### src/shared/blrj_cfg.svh
/*
 Constants for the branch loop / return jump control block.
 Assumes a 40 MHz clock and an APB register port.
*/
`ifndef BLRJ_CFG_SVH
`define BLRJ_CFG_SVH
`define BLRJ_OFF_CTRL 12'h000
`define BLRJ_OFF_TGT 12'h004
`define BLRJ_OFF_CNT 12'h008
`define BLRJ_OFF_PADDR 12'h00C
`define BLRJ_OFF_STAT 12'h010
`define BLRJ_OFF_BASE 12'h014
`define BLRJ_OFF_RET 12'h018
`define BLRJ_OFF_MEM 12'h01C
`define BLRJ_OFF_INSTR 12'h020
`define BLRJ_CTRL_LOOP 0
`define BLRJ_CTRL_JUMP 1
`define BLRJ_CTRL_RJ 2
`define BLRJ_CTRL_TEST 3
`define BLRJ_ST_BUSY 0
`define BLRJ_ST_INSTK 1
`define BLRJ_ST_OPVALID 2
`define BLRJ_OP_RJ 2'h1
`define BLRJ_RET_PAT 12'h100
`define BLRJ_TAG_RJ 6'h28
`define BLRJ_TAG_RNI 6'h08
`define BLRJ_MAX_BACK 3'h7
`endif

### src/shared/blrj_pkg.sv
/*
 Types for the branch loop / return jump control block.
 Assumes blrj_cfg.svh is included where the constants are needed.
*/
package blrj_pkg;
   typedef enum logic [3:0] {
      BLRJ_IDLE = 4'h0,
      BLRJ_U2 = 4'h1,
      BLRJ_K2R = 4'h2,
      BLRJ_P1S = 4'h3,
      BLRJ_SMEM = 4'h4,
      BLRJ_R2P = 4'h5,
      BLRJ_P2M0 = 4'h6,
      BLRJ_M1A = 4'h7,
      BLRJ_ADV = 4'h8,
      BLRJ_VOID = 4'h9,
      BLRJ_P2M0B = 4'hA,
      BLRJ_M1B = 4'hB
   } blrj_state_t;
endpackage

### src/rtl/blrj_loop_test.sv
/*
 Combinational loop test: in-stack decision from offset, loop count, depth.
 Assumes counts are true (not complemented) values.
*/
`timescale 1ns/1ps
`include "blrj_cfg.svh"
module blrj_loop_test
   import blrj_pkg::*;
#(
   parameter int CW = 3
) (
   input wire logic signed [CW:0] offset,
   input wire logic [CW-1:0] loop_cnt,
   input wire logic [CW-1:0] depth,
   output logic in_stack,
   output logic [CW:0] l_minus_t
);
   logic signed [CW+1:0] diff;
   logic signed [CW+2:0] d_minus;
   logic fwd;
   logic backward_loop_term;
   logic no_overflow;
   always_comb begin
      diff = $signed({2'b00, loop_cnt}) - (CW+2)'(offset);
      d_minus = $signed({3'b000, depth}) - (CW+3)'(diff);
      fwd = (offset >= 0) && (diff >= 0);
      no_overflow = (diff <= $signed({3'b000, `BLRJ_MAX_BACK}));
      backward_loop_term = (d_minus >= 0);
      in_stack = fwd || ((offset < 0) && backward_loop_term && no_overflow);
      l_minus_t = diff[CW:0];
   end
endmodule

### src/rtl/blrj_ctrl.sv
/*
 Branch loop, jump and return-jump sequencing with an APB register port.
 Assumes an APB master on CLK; address issue unit accepts each pulse.
*/
// The register offsets and the APB slave port are this design's own decisions.
// Overview of operation
// - Loop: target to program address, parcel counter zero, loop count becomes L minus T.
// - Jump: target to program address, fetch request, parcel counter zero, stack voided.
// - In-stack when forward or backward condition; forward needs nonnegative L minus T.
// - Backward: with L minus T at most 7, nonnegative depth difference qualifies.
// - Extra term blocks backward loop on difference overflow, when L minus T exceeds 7.
// - Return jump: instruction to second issue register, address to target, opcode 01.
// - Address to hold register, address plus one stored; word 0400, return, zeros written.
// - Jump address to program address, staged, base added, sent with tag 50.
// - Program address advanced to jump plus one, then stack voided.
// - Advanced address staged, base added, sent with tag 10 as fetch.
// - Loop and depth registers hold ones' complement of their counts.
`timescale 1ns/1ps
`include "blrj_cfg.svh"
module blrj_ctrl
   import blrj_pkg::*;
#(
   parameter int AW = 18,
   parameter int CW = 3
) (
   input wire logic CLK,
   input wire logic RST_N,
   input wire logic PSEL,
   input wire logic PENABLE,
   input wire logic PWRITE,
   input wire logic [11:0] PADDR,
   input wire logic [31:0] PWDATA,
   output logic [31:0] PRDATA,
   output logic PREADY,
   output logic PSLVERR,
   output logic [AW-1:0] ADDR_OUT,
   output logic [5:0] TAG_OUT,
   output logic ADDR_VALID,
   output logic [59:0] STORE_WORD,
   output logic [AW-1:0] STORE_ADDR,
   output logic STORE_VALID,
   output logic [1:0] SB_OP,
   output logic SB_VALID
);
   blrj_state_t state_reg;
   logic [AW-1:0] target_reg;
   logic [AW-1:0] paddr_reg;
   logic [AW-1:0] hold_reg;
   logic [AW-1:0] store_reg;
   logic [AW-1:0] base_reg;
   logic [AW-1:0] stage_reg;
   logic [31:0] instr_reg;
   logic [31:0] issue2_reg;
   logic [1:0] parcel_counter_reg;
   logic [CW-1:0] loop_cmp_reg;
   logic [CW-1:0] depth_cmp_reg;
   logic signed [CW:0] offset_reg;
   logic incr_en_reg;
   logic in_stack_reg;
   logic in_stack;
   logic [CW:0] l_minus_t;
   logic wr_acc;
   logic rd_acc;
   logic start_loop;
   logic start_jump;
   logic start_rj;
   logic do_test;
   logic busy;
   logic wr_ctrl;
   logic wr_tgt;
   logic wr_cnt;
   logic wr_paddr;
   logic wr_base;
   logic wr_instr;
   logic [1:0] cnt_parcel;
   logic [CW-1:0] cnt_loop;
   logic [CW-1:0] cnt_depth;
   logic signed [CW:0] cnt_offset;
   logic [31:0] cnt_word;
   logic [31:0] stat_word;

   function automatic logic hit(input logic [11:0] a, input logic [11:0] off);
      hit = (a == off);
   endfunction

   assign wr_acc = PSEL && PENABLE && PWRITE;
   assign rd_acc = PSEL && !PENABLE && !PWRITE;
   assign busy = (state_reg != BLRJ_IDLE);

   // One strobe per register, taken at the access edge
   assign wr_ctrl = wr_acc && hit(PADDR, `BLRJ_OFF_CTRL);
   assign wr_tgt = wr_acc && hit(PADDR, `BLRJ_OFF_TGT);
   assign wr_cnt = wr_acc && hit(PADDR, `BLRJ_OFF_CNT);
   assign wr_paddr = wr_acc && hit(PADDR, `BLRJ_OFF_PADDR);
   assign wr_base = wr_acc && hit(PADDR, `BLRJ_OFF_BASE);
   assign wr_instr = wr_acc && hit(PADDR, `BLRJ_OFF_INSTR);

   // Starts are refused while a return jump runs
   assign start_loop = wr_ctrl && PWDATA[`BLRJ_CTRL_LOOP] && !busy;
   assign start_jump = wr_ctrl && PWDATA[`BLRJ_CTRL_JUMP] && !busy;
   assign start_rj = wr_ctrl && PWDATA[`BLRJ_CTRL_RJ] && !busy;
   assign do_test = wr_ctrl && PWDATA[`BLRJ_CTRL_TEST];

   // Count fields; offset has its own nibble so depth can be set freely
   assign cnt_parcel = PWDATA[1:0];
   assign cnt_loop = PWDATA[CW+3:4];
   assign cnt_depth = PWDATA[CW+7:8];
   assign cnt_offset = PWDATA[CW+12:12];
   assign cnt_word = {16'h0000, 4'(offset_reg), 1'b0, depth_cmp_reg, 1'b0, loop_cmp_reg, 2'b00, parcel_counter_reg};
   assign stat_word = {28'h0000000, incr_en_reg, SB_VALID, in_stack_reg, busy};

   // True counts recovered from complemented registers
   blrj_loop_test #(
      .CW(CW)
   ) u_test (
      .offset(offset_reg),
      .loop_cnt(~loop_cmp_reg),
      .depth(~depth_cmp_reg),
      .in_stack(in_stack),
      .l_minus_t(l_minus_t)
   );

   // APB: zero wait states, data on access phase
   always_ff @(posedge CLK) begin
      if (!RST_N) begin
         PREADY <= 1'b0;
         PSLVERR <= 1'b0;
         PRDATA <= 32'h00000000;
      end else begin
         PREADY <= PSEL && !PENABLE;
         PSLVERR <= 1'b0;
         if (rd_acc) begin
            unique case (PADDR)
               `BLRJ_OFF_TGT: PRDATA <= 32'(target_reg);
               `BLRJ_OFF_CNT: PRDATA <= cnt_word;
               `BLRJ_OFF_PADDR: PRDATA <= 32'(paddr_reg);
               `BLRJ_OFF_STAT: PRDATA <= stat_word;
               `BLRJ_OFF_BASE: PRDATA <= 32'(base_reg);
               `BLRJ_OFF_RET: PRDATA <= 32'(store_reg);
               `BLRJ_OFF_INSTR: PRDATA <= issue2_reg;
               default: PRDATA <= 32'h00000000;
            endcase
         end else if (PSEL && !PENABLE) begin
            PRDATA <= 32'h00000000;
         end
      end
   end

   // Software-loaded operands
   always_ff @(posedge CLK) begin
      if (!RST_N) begin
         base_reg <= '0;
         instr_reg <= 32'h00000000;
         offset_reg <= '0;
      end else begin
         if (wr_base) base_reg <= PWDATA[AW-1:0];
         if (wr_instr) instr_reg <= PWDATA;
         if (wr_cnt) offset_reg <= cnt_offset;
      end
   end

   // Loop test result latch
   always_ff @(posedge CLK) begin
      if (!RST_N) in_stack_reg <= 1'b0;
      else if (do_test) in_stack_reg <= in_stack;
   end

   // Return jump sequencer
   always_ff @(posedge CLK) begin
      if (!RST_N) state_reg <= BLRJ_IDLE;
      else begin
         unique case (state_reg)
            BLRJ_IDLE: if (start_rj) state_reg <= BLRJ_U2;
            BLRJ_U2: state_reg <= BLRJ_K2R;
            BLRJ_K2R: state_reg <= BLRJ_P1S;
            BLRJ_P1S: state_reg <= BLRJ_SMEM;
            BLRJ_SMEM: state_reg <= BLRJ_R2P;
            BLRJ_R2P: state_reg <= BLRJ_P2M0;
            BLRJ_P2M0: state_reg <= BLRJ_M1A;
            BLRJ_M1A: state_reg <= BLRJ_ADV;
            BLRJ_ADV: state_reg <= BLRJ_VOID;
            BLRJ_VOID: state_reg <= BLRJ_P2M0B;
            BLRJ_P2M0B: state_reg <= BLRJ_M1B;
            BLRJ_M1B: state_reg <= BLRJ_IDLE;
            default: state_reg <= BLRJ_IDLE;
         endcase
      end
   end

   // Program address, target, hold, store
   always_ff @(posedge CLK) begin
      if (!RST_N) begin
         paddr_reg <= '0;
         target_reg <= '0;
         hold_reg <= '0;
         store_reg <= '0;
         issue2_reg <= 32'h00000000;
         stage_reg <= '0;
      end else begin
         if (!busy && wr_tgt) target_reg <= PWDATA[AW-1:0];
         if (!busy && wr_paddr) paddr_reg <= PWDATA[AW-1:0];
         if (start_loop || start_jump) paddr_reg <= target_reg;
         unique case (state_reg)
            BLRJ_U2: begin
               issue2_reg <= instr_reg;
               target_reg <= instr_reg[AW-1:0];
            end
            BLRJ_K2R: hold_reg <= target_reg;
            BLRJ_P1S: store_reg <= AW'(paddr_reg + 1'b1);
            BLRJ_R2P: paddr_reg <= hold_reg;
            BLRJ_P2M0: stage_reg <= paddr_reg;
            BLRJ_ADV: if (incr_en_reg) paddr_reg <= AW'(paddr_reg + 1'b1);
            BLRJ_P2M0B: stage_reg <= paddr_reg;
            default: ;
         endcase
      end
   end

   // Increment path enable
   always_ff @(posedge CLK) begin
      if (!RST_N) incr_en_reg <= 1'b1;
      else if (state_reg == BLRJ_SMEM) incr_en_reg <= 1'b0;
      else if (state_reg == BLRJ_P2M0) incr_en_reg <= 1'b1;
      else if (state_reg == BLRJ_ADV) incr_en_reg <= 1'b0;
      else if (state_reg == BLRJ_IDLE) incr_en_reg <= 1'b1;
   end

   // Parcel counter and complemented stack counts
   always_ff @(posedge CLK) begin
      if (!RST_N) begin
         parcel_counter_reg <= 2'h0;
         loop_cmp_reg <= '1;
         depth_cmp_reg <= '1;
      end else if (start_loop) begin
         parcel_counter_reg <= 2'h0;
         loop_cmp_reg <= ~l_minus_t[CW-1:0];
      end else if (start_jump || state_reg == BLRJ_VOID) begin
         parcel_counter_reg <= 2'h0;
         loop_cmp_reg <= '1;
         depth_cmp_reg <= '1;
      end else if (!busy && wr_cnt) begin
         parcel_counter_reg <= cnt_parcel;
         loop_cmp_reg <= cnt_loop;
         depth_cmp_reg <= cnt_depth;
      end
   end

   // Scoreboard opcode pulse
   always_ff @(posedge CLK) begin
      if (!RST_N) begin
         SB_OP <= 2'h0;
         SB_VALID <= 1'b0;
      end else begin
         SB_VALID <= (state_reg == BLRJ_U2);
         if (state_reg == BLRJ_U2) SB_OP <= `BLRJ_OP_RJ;
      end
   end

   // Return word store pulse
   always_ff @(posedge CLK) begin
      if (!RST_N) begin
         STORE_WORD <= 60'h0;
         STORE_ADDR <= '0;
         STORE_VALID <= 1'b0;
      end else begin
         STORE_VALID <= (state_reg == BLRJ_SMEM);
         if (state_reg == BLRJ_SMEM) begin
            STORE_WORD <= {`BLRJ_RET_PAT, 48'(store_reg) << 30};
            STORE_ADDR <= hold_reg;
         end
      end
   end

   // Absolute address issue
   always_ff @(posedge CLK) begin
      if (!RST_N) begin
         ADDR_OUT <= '0;
         TAG_OUT <= 6'h00;
         ADDR_VALID <= 1'b0;
      end else begin
         ADDR_VALID <= 1'b0;
         if (start_jump) begin
            ADDR_OUT <= AW'(target_reg + base_reg);
            TAG_OUT <= `BLRJ_TAG_RNI;
            ADDR_VALID <= 1'b1;
         end else if (state_reg == BLRJ_M1A) begin
            ADDR_OUT <= AW'(stage_reg + base_reg);
            TAG_OUT <= `BLRJ_TAG_RJ;
            ADDR_VALID <= 1'b1;
         end else if (state_reg == BLRJ_M1B) begin
            ADDR_OUT <= AW'(stage_reg + base_reg);
            TAG_OUT <= `BLRJ_TAG_RNI;
            ADDR_VALID <= 1'b1;
         end
      end
   end
endmodule

### config.mk
export PLATFORM = sky130hd
export DESIGN_NAME = blrj_ctrl
export DESIGN_NICKNAME = d
export VERILOG_FILES = /design/src/shared/blrj_pkg.sv /design/src/rtl/blrj_loop_test.sv /design/src/rtl/blrj_ctrl.sv
export VERILOG_INCLUDE_DIRS = /design/src /design/src/shared
export SDC_FILE = /design/constraint.sdc
export NUM_CORES = 1
export LEC_CHECK = 0
export BUFFER_PORTS_ARGS = -buffer_cell sky130_fd_sc_hd__buf_4
export CELL_PAD_IN_SITES_DETAIL_PLACEMENT = 1
export CELL_PAD_IN_SITES_GLOBAL_PLACEMENT = 1
export CORE_MARGIN = 5
export CORE_UTILIZATION = 44
export CTS_BUF_LIST = sky130_fd_sc_hd__clkbuf_8
export CTS_CLUSTER_SIZE = 20
export DETAILED_ROUTE_END_ITERATION = 10
export PLACE_DENSITY = 0.85
export SYNTH_ARGS = -nofsm -noshare
export SYNTH_HDL_FRONTEND = slang
export SYNTH_SLANG_ARGS = --single-unit
### constraint.sdc
create_clock -name CLK -period 6.15 [get_ports CLK]
set_input_delay 1.845 -clock CLK [delete_from_list [all_inputs] [get_ports CLK]]
set_output_delay 1.845 -clock CLK [all_outputs]
set_load 0.02 [all_outputs]
# Word-level counts from Yosys, hierarchy flattened
# Index checks and enable logic that the tools add are counted.
dict set report totals {
  elab_cells 132
  reg_bits 284
}
dict set report classes {
  bitwise 5
  add_sub_neg 5
  muxes 29
  order_cmp 5
  n_reduce_logical 43
  n_eq_ne 19
}
# cell n
set op_table {}
lappend op_table {{one-hot mux 32 bit (7 select lines)} 1}
lappend op_table {{2-to-1 mux 18 bit} 8}
lappend op_table {{2-to-1 mux 32 bit} 2}
lappend op_table {{one-hot mux 4 bit (11 select lines)} 1}
lappend op_table {{adder 18 bit} 2}
lappend op_table {{== test 12 x 5 -> 1 bit (second input constant)} 3}
lappend op_table {{one-hot mux 18 bit (2 select lines)} 1}
lappend op_table {{== test 12 x 4 -> 1 bit (second input constant)} 2}
lappend op_table {{logical AND 1 bit} 23}
lappend op_table {{adder 18 x 1 -> 18 bit (second input constant)} 1}
lappend op_table {{== test 4 x 3 -> 1 bit (second input constant)} 4}
lappend op_table {{== test 4 bit (second input constant)} 4}
lappend op_table {{2-to-1 mux 3 bit} 5}
lappend op_table {{== test 12 x 3 -> 1 bit (second input constant)} 1}
lappend op_table {{== test 12 x 6 -> 1 bit (second input constant)} 1}
lappend op_table {{logical NOT 12 bit} 1}
lappend op_table {{2-to-1 mux 6 bit} 2}
lappend op_table {{NOT 3 bit} 3}
lappend op_table {{== test 4 x 2 -> 1 bit (second input constant)} 2}
lappend op_table {{2-to-1 mux 4 bit} 2}
lappend op_table {{nonzero test 2 bit} 4}
lappend op_table {{nonzero test 4 bit} 2}
lappend op_table {{2-to-1 mux 1 bit} 7}
lappend op_table {{>= comparator 6 x 1 -> 1 bit (second input constant)} 1}
lappend op_table {{16 further kinds} 23}

# Longest topological paths before layout
# Gate-level depths: netlist of the first run.
dict set report logic_depth {
  depth_word 9
  ltp_mapped 18
  ltp_nobuf 15
}

# Cells and area by module
# A second synthesis of the first run with hierarchy kept.
dict set report hier_totals {
  cells_unflattened 1652
  area_unflattened_um2 13145.1
}
# mod cells_each n_inst area_each_um2
set modules_own_cells {}
lappend modules_own_cells {blrj_ctrl 1624 1 12942.4}
lappend modules_own_cells {blrj_loop_test 28 1 202.7}

# Worst setup path before layout of the first run
# OpenSTA, ideal clock, no wires.
dict set report synth_path {
  kind {in2reg}
  from {in PADDR[7]}
  to {reg ADDR_OUT[16]}
  path_stages 17
  required_ps 6021
  arrival_ps 5201
  setup_ps 129
  slack_ps 820
  cell_sequence {nor4_4 nand4_4 nor3_1 nand2_1 clkbuf_1 clkbuf_1 nand2_1 nand2_1 ha_1 fa_1 a21oi_1 o22ai_1 o21ai_0 o311ai_0 a211oi_1 xor2_1 o21ai_0}
}
dict set report synth_between {
  elab_chain_cells 5
}
# element line
set synth_lines {}
lappend synth_lines {{start: declaration} blrj_ctrl.sv:31} ;# input wire logic [11:0] PADDR,
lappend synth_lines {{logical NOT 12 bit (*)} blrj_ctrl.sv:83} ;# hit = (a == off);
lappend synth_lines {{logical AND 1 bit (*)} blrj_ctrl.sv:91} ;# assign wr_ctrl = wr_acc && hit(PADDR, `BLRJ_OFF_CTRL);
lappend synth_lines {{logical AND 1 bit (*) (2 in a row)} blrj_ctrl.sv:100} ;# assign start_jump = wr_ctrl && PWDATA[`BLRJ_CTRL_JUMP] && !busy;
lappend synth_lines {{nonzero test 3 bit (no source line) / 2-to-1 mux 18 bit (equally long branches)} -}
lappend synth_lines {{end signal: assignment} blrj_ctrl.sv:283} ;# ADDR_OUT <= AW'(target_reg + base_reg);
lappend synth_lines {{end signal: assignment} blrj_ctrl.sv:287} ;# ADDR_OUT <= AW'(stage_reg + base_reg);
lappend synth_lines {{end signal: assignment} blrj_ctrl.sv:291} ;# ADDR_OUT <= AW'(stage_reg + base_reg);
lappend synth_lines {{end: declaration} blrj_ctrl.sv:36} ;# output logic [AW-1:0] ADDR_OUT,
# Mark *: on every way between the ends. The rest lies on a longest branch, timed or not.
# A chain may end at the register's enable or synchronous reset.

# Worst setup path in the final report of the first run
# Same ends and word-level chain as after synthesis.

==> run_results.csv, run 1 <==
group,metric,value,unit
run_status,status,"complete, no violations",
die,ios,190,
die,fp-row-count,63,
die,fp.coreArea,0.0297,mm^2
sta,maxSlewHeadroom,12.2,%
clock_tree,cts.repair.resized,0,
synthesis,syn-cell-area,0.0133,mm^2
die,die_x,184,um
synthesis,avgSynthCellArea,8.03,um^2
worst_hold_path,hold_class,"reg -> reg",
setup_path,critPathArrivalTime,5.64,ns
final_layout,fillCellCount,3642,
clock_tree,cts_hold_buf,0,
die,die_h,184,um
final_layout,instances_no_fill,2184,
routing,vias_per_cell,5.73,
clock_tree,clk_pin_slew_worst_paths,0.07,ns
worst_hold_path,min_from,"instr_reg[0]",
synthesis,synth-main-ff-cell,"dfxtp_1",
setup_path,cp_common_cell,"nand2_1",
global_routing,antenna_found_initial,0,
global_routing,grt_pass1_wl,73200,um
synthesis,synth_edf_count,0,
clock_tree,cts_sinks,284,
synthesis,ys_types,67,
global_routing,grt_pass1_vias,12700,
sta,hold_slack,0.453,ns
setup_path,worstSetupPathType,"in -> reg",
clock_tree,root_buffer,"clkbuf_8",
routing,drtPass1Iterations,6,
clock_tree,htreeDepth,2,
die,die_area,0.0337,mm^2
final_layout,fin_nets,1831,
setup_path,cp-end-kind,"flop",
placed_design,hpwl,34700,um
placed_design,placed_cells,2095,
power_and_ir_drop,p_per_area,257,mW/mm^2
setup_path,r2r_setup_slack,1.77,ns
setup_path,r2r-end,"ADDR_OUT[16]",
routing,ant_nets,0,
sta,layout_min_cycle_time,5.18,ns
final_layout,stdcell_area,0.0154,mm^2
routing,drt-initial-drc-count,955,
final_layout,drive_gt1_share,15.2,%
sta,fin_worst_skew,0.0240,ns
routing,drc,0,
die,initial_core_util,44.7,%
synthesis,synth_warnings,0,
routing,drt-wirelength-per-cell,22.1,um
power_and_ir_drop,peakVddDrop,0.186,mV
setup_path,crit_slowest_cell,"nor4_4",
global_routing,grt.overflow.total,0,
sta,tightest_slew,1.31,ns
sta,drv_slew,0,
final_layout,area_growth,16.3,%
synthesis,ys_ff_latch,284,
sta,fin_tns_setup,0,ns
final_layout,diodes,0,
sta,setup_viol,0,
clock_tree,post_cts_buffers,0,
placed_design,routabilityCongestion,0.948,
routing,wirelength,48200,um
synthesis,synth_cells,1652,
sta,rsz0062_at_grt,"no",
power_and_ir_drop,p_leak,5.89,nW
synthesis,synthArstFlopShare,0,%
setup_path,r2r_start,"state_reg[3]",
setup_path,cp-start-kind,"input port",
setup_path,crit_chain,"buf_4, nor4_4, nand4_4, nor3_1, nand2_1, nand2_1, nand2_1, ha_1, fa_1, a21oi_1, o22ai_1, o21ai_0, o311ai_0, a211oi_1, xor2_1, o21ai_0",
sta,hold_viol,0,
synthesis,seq_area_frac_synth,42.8,%
setup_path,crit_path_max_incr_delay,0.50,ns
setup_path,worst_r2r_path_depth,15,
sta,post-route-period-util,84.3,%
setup_path,crit_fanout,7,
placed_design,port_buffers,142,
global_routing,grt_usage,27.6,%
clock_tree,numCtsBuffers,49,
clock_tree,insertion_delay,0.59,ns
clock_tree,clockBufferDepth,3,
power_and_ir_drop,power,3.96,mW
routing,vias,12500,
global_routing,grt_max_degree,92,
worst_hold_path,worstHoldEndpoint,"instr_reg[0]",
clock_tree,cts_tree,"yes",
placed_design,placed_cell_area,0.0144,mm^2
worst_hold_path,holdPathStages,2,
sta,timing.fmax,193,MHz
setup_path,critPathRequiredTime,6.60,ns
job,cap_viol_max_count,0,
## metal layers
layer  routed length [um]  track usage, %  vias up
met5                    0               0        -
met4                 2590            13.0        0
met3                 3930            5.20      155
met2                22500            45.4      544
met1                19200            35.1     6063
li1                     -               -     5753
## stage by stage
stage | util (%) | worst slack (ns)
final | 51.9 | 0.967
after global routing | 51.9 | 0.593
after CTS | 51.9 | 1.04
after detailed placement | 48.4 | 0.419
after global placement | 48.4 | 0.610
after floorplan | - | 0.820
## synth_stat cells (all sizes together), types with 2 or more instances
master,instances,area (um^2)
a22o,2,17.5
nor4b,5,73.8
mux2i,81,811
clkbuf,85,319
xnor2,19,174
nor3b,5,42.5
o311ai,2,17.5
a2bb2oi,2,17.5
nor2,167,644
nor3,19,105
or3,6,37.5
nand2,400,1500
ha,24,300
dfxtp,284,5690
inv,20,75.1
o31ai,3,22.5
a21oi,181,906
a221oi,15,131
o2111ai,2,17.5
a211oi,32,240
o21ai,67,335
mux2,18,240
and3,6,37.5
fa,2,40.0
o211ai,7,52.6
nor4,6,73.8
nor2b,6,37.5
nand4,9,77.6
xor2,16,140
a31oi,3,18.8
o22ai,9,56.3
a22oi,31,233
o21bai,2,15.0
nand2b,6,37.5
buf,70,484
and2,8,50.1
nand3,19,95.1
## final cells by class
type | instances | area, um^2 | share of cell area (%)
multi-input cells | 1239 | 6910 | 44.8
flip-flops and latches | 284 | 5690 | 36.8
repair buffers | 162 | 1220 | 7.88
clock buffers | 58 | 798 | 5.17
well taps | 390 | 488 | 3.16
clock inverters | 31 | 250 | 1.62
inverters | 20 | 80.1 | 0.519
## worst max-delay path by stage
stage / cells past startpoint / end / slack (ns) / startpoint
after floorplan: 17 / ADDR_OUT[16] / 0.82 / PADDR[7]
after global placement: 16 / ADDR_OUT[16] / 0.61 / PADDR[7]
after detailed placement: 16 / ADDR_OUT[16] / 0.42 / PADDR[7]
after CTS: 16 / ADDR_OUT[16] / 1.04 / PADDR[7]
after global routing: 16 / ADDR_OUT[16] / 0.59 / PADDR[7]
final: 16 / ADDR_OUT[16] / 0.97 / PADDR[7]
## logic make-up (layout without fill, tap and decap cells)
group | after synthesis | in the layout | synth area share (%)
AND/OR/NAND/NOR | 667 | 667 | 21.5
AO/OA/AOI/OAI | 365 | 365 | 16.1
flip-flops | 284 | 284 | 42.8
buffers and inverters | 175 | 271 | 6.62
multiplexers | 99 | 99 | 7.92
XOR/XNOR | 35 | 35 | 2.37
adder cells (fa/ha/maj) | 26 | 26 | 2.56
other | 1 | 47 | 0.0283
## where the power goes
group | internal [mW] | switching [mW] | leakage (nW)
sequential | 1.85 | 0.0206 | 2.29
clock | 1.03 | 0.800 | 0.609
combinational | 0.0580 | 0.202 | 2.99
total | 2.94 | 1.02 | 5.89
## critical path: cells and delay by family
kind,cells,cell delay (ns)
simple gates,6,1.43
buf+inv,1,0.12
compound gates,6,1.42
fa+ha+maj,2,0.63
xor+xnor,1,0.19
## cells in the final DEF (no fill, tap or decap), types with 4 or more instances in the layout
cell type / netlist / layout
nand2_1: 399 / 399
dfxtp_1: 284 / 284
a21oi_1: 181 / 181
nor2_1: 164 / 164
buf_4: 51 / 162
mux2i_1: 81 / 81
o21ai_0: 65 / 65
clkbuf_8: 0 / 58
conb_1: 1 / 47
inv_1: 20 / 39
a211oi_1: 32 / 32
a22oi_1: 31 / 31
ha_1: 24 / 24
nand3_1: 19 / 19
xnor2_1: 18 / 18
xor2_1: 16 / 16
a221oi_1: 15 / 15
nor3_1: 17 / 13
mux2_4: 10 / 10
o22ai_1: 9 / 9
and2_1: 8 / 8
mux2_2: 8 / 8
nand4_1: 7 / 7
o211ai_1: 7 / 7
nor3_2: 2 / 6
and3_1: 6 / 6
nand2b_1: 6 / 6
or3_1: 6 / 6
nor2b_1: 6 / 6
bufinv_16: 0 / 4
clkinv_2: 0 / 4
No activity file was read; power rests on OpenSTA's default activity.
==> inputs of run 2 (changes only) <==
==> constraint.sdc (replaced) <==
create_clock -name CLK -period 4.91 [get_ports CLK]
set_input_delay 1.473 -clock CLK [delete_from_list [all_inputs] [get_ports CLK]]
set_output_delay 1.473 -clock CLK [all_outputs]
set_load 0.02 [all_outputs]
==> run_results.csv, run 2 (synthesis results as in run 1) <==
group,metric,value,unit
run_status,status,"complete, no violations",
setup_path,crit_path_max_incr_delay,0.43,ns
setup_path,crit_slowest_cell,"fa_1",
setup_path,worst_r2r_path_depth,16,
clock_tree,root_buffer,"clkbuf_8",
placed_design,routabilityCongestion,0.960,
clock_tree,cts.repair.resized,0,
setup_path,cp_common_cell,"nand2_1",
sta,post-route-period-util,87.0,%
setup_path,critPathArrivalTime,4.74,ns
die,die_x,184,um
die,fp.coreArea,0.0297,mm^2
die,fp-row-count,63,
power_and_ir_drop,p_leak,5.91,nW
sta,tightest_slew,1.36,ns
global_routing,grt_pass1_vias,12900,
setup_path,crit_fanout,3,
clock_tree,clockBufferDepth,3,
global_routing,antenna_found_initial,1,
global_routing,use_met2,44.4,%
placed_design,port_buffers,142,
routing,wirelength,48000,um
routing,vias_per_cell,5.76,
final_layout,area_growth,16.6,%
global_routing,grt_max_degree,101,
routing,drtPass1Iterations,5,
final_layout,layout_commonest_cell,"nand2_1",
power_and_ir_drop,p_per_area,313,mW/mm^2
setup_path,r2r_start,"state_reg[3]",
clock_tree,numCtsBuffers,48,
setup_path,worstSetupPathType,"in -> reg",
placed_design,hpwl,34600,um
final_layout,fin_nets,1845,
setup_path,critPathBufInv,1,
sta,rsz0062_at_grt,"no",
setup_path,cp-start-kind,"input port",
die,die_h,184,um
die,initial_core_util,44.7,%
placed_design,placed_cells,2109,
clock_tree,cts_sinks,284,
clock_tree,htreeDepth,2,
sta,fin_ws,0.640,ns
routing,vias,12600,
sta,hold_viol,0,
sta,fin_tns_setup,0,ns
setup_path,endpoint,"ADDR_OUT[16]",
global_routing,grt_usage,27.6,%
power_and_ir_drop,peakVddDrop,0.214,mV
sta,drv_slew,0,
final_layout,instances_no_fill,2195,
clock_tree,cts_hold_buf,0,
clock_tree,clk_pin_slew_worst_paths,0.06,ns
sta,maxSlewHeadroom,8.69,%
routing,drc,0,
final_layout,drive_gt1_share,16.0,%
clock_tree,post_cts_buffers,0,
setup_path,r2r_setup_slack,1.04,ns
setup_path,worstSetupStartpoint,"PADDR[8]",
clock_tree,insertion_delay,0.59,ns
worst_hold_path,hold_class,"reg -> reg",
global_routing,met1_usage,34.1,%
global_routing,grt.overflow.total,0,
clock_tree,cts_tree,"yes",
placed_design,dp_slack,0.112,ns
sta,timing.fmax,234,MHz
sta,fin_worst_skew,0.0231,ns
final_layout,diodes,0,
sta,layout_min_cycle_time,4.27,ns
setup_path,r2r-end,"ADDR_OUT[16]",
sta,hold_slack,0.449,ns
global_routing,grt_busiest_layer,"met2",
setup_path,critPathRequiredTime,5.38,ns
setup_path,cp-end-kind,"flop",
setup_path,path_depth,16,
routing,ant_nets,0,
global_routing,grt_pass1_wl,73200,um
setup_path,crit_chain,"buf_4, nor4_4, nand4_4, nor3_1, nand2_1, nand2_1, nand2_1, ha_1, fa_1, a21oi_1, o22ai_1, o21ai_1, o311ai_0, a211oi_1, xor2_1, o21ai_0",
routing,drt-wirelength-per-cell,21.9,um
sta,setup_viol,0,
global_routing,use_met3,6.69,%
die,ios,190,
setup_path,path_delay_family,"compound AO/OA/AOI/OAI gates",
job,cap_viol_max_count,0,
die,die_area,0.0337,mm^2
routing,drt-initial-drc-count,1022,
final_layout,final_cell_mix,"nand2_1 (399), dfxtp_1 (284), a21oi_1 (181)",
==> run 2: changes by cell type in the layout (fill, tap and decap cells not counted), sizes merged <==
cell	delta
bufinv	-2
clkinvlp	+1
inv	-7
clkinv	+5
buf	+15
clkbuf	-1
==> run 2: per-stage QoR <==
stage	utilization [%]	power, mW	cell area [um^2]
2_1_floorplan	-	2.61	13400
3_3_place_gp	48.7	2.71	14500
3_5_place_dp	48.7	2.71	14500
4_1_cts	52.0	4.86	15500
5_1_grt	52.1	5.00	15500
6_report	52.1	4.84	15500
==> run 2: area by class of cell <==
cell class | instances | area [um^2]
well taps | 390 | 488
flip-flops and latches | 284 | 5690
repair buffers | 177 | 1330
inverters | 20 | 80.1
clock inverters | 28 | 200
multi-input cells | 1239 | 6910
fillers | 3602 | 14200
clock buffers | 57 | 785
==> run 2: tightest hold or removal path, stage by stage, from the launching register on <==
cell	delay (ns)
dfxtp_1	0.31
nand2_1	0.05
a21oi_1	0.05
==> run 2: how the worst min path moves through the flow <==
| stage | from | end | slack [ns] | cells after the start |
|---|---|---|---|---|
| floorplan | instr_reg[10] | instr_reg[10] | 0.43 | 2 |
| global placement | instr_reg[21] | issue2_reg[21] | 0.44 | 2 |
| detailed placement | instr_reg[10] | instr_reg[10] | 0.44 | 2 |
| CTS | instr_reg[31] | issue2_reg[31] | 0.45 | 2 |
| global route | instr_reg[27] | instr_reg[27] | 0.47 | 2 |
| finish | instr_reg[27] | instr_reg[27] | 0.45 | 2 |
==> run 2: per-layer routing <==
layer | share of wire, % | vias to the layer above
met1 | 39 | 6166
met4 | 6.5 | 2
met3 | 8.7 | 176
li1 | - | 5776
met2 | 46 | 526
met5 | 0.023 | -
==> run 2: where the power goes <==
part,total (mW),internal [mW],switching [mW]
combinational,0.332,0.0794,0.252
clock,2.16,1.17,0.995
sequential,2.34,2.31,0.0263
total,4.84,3.56,1.27
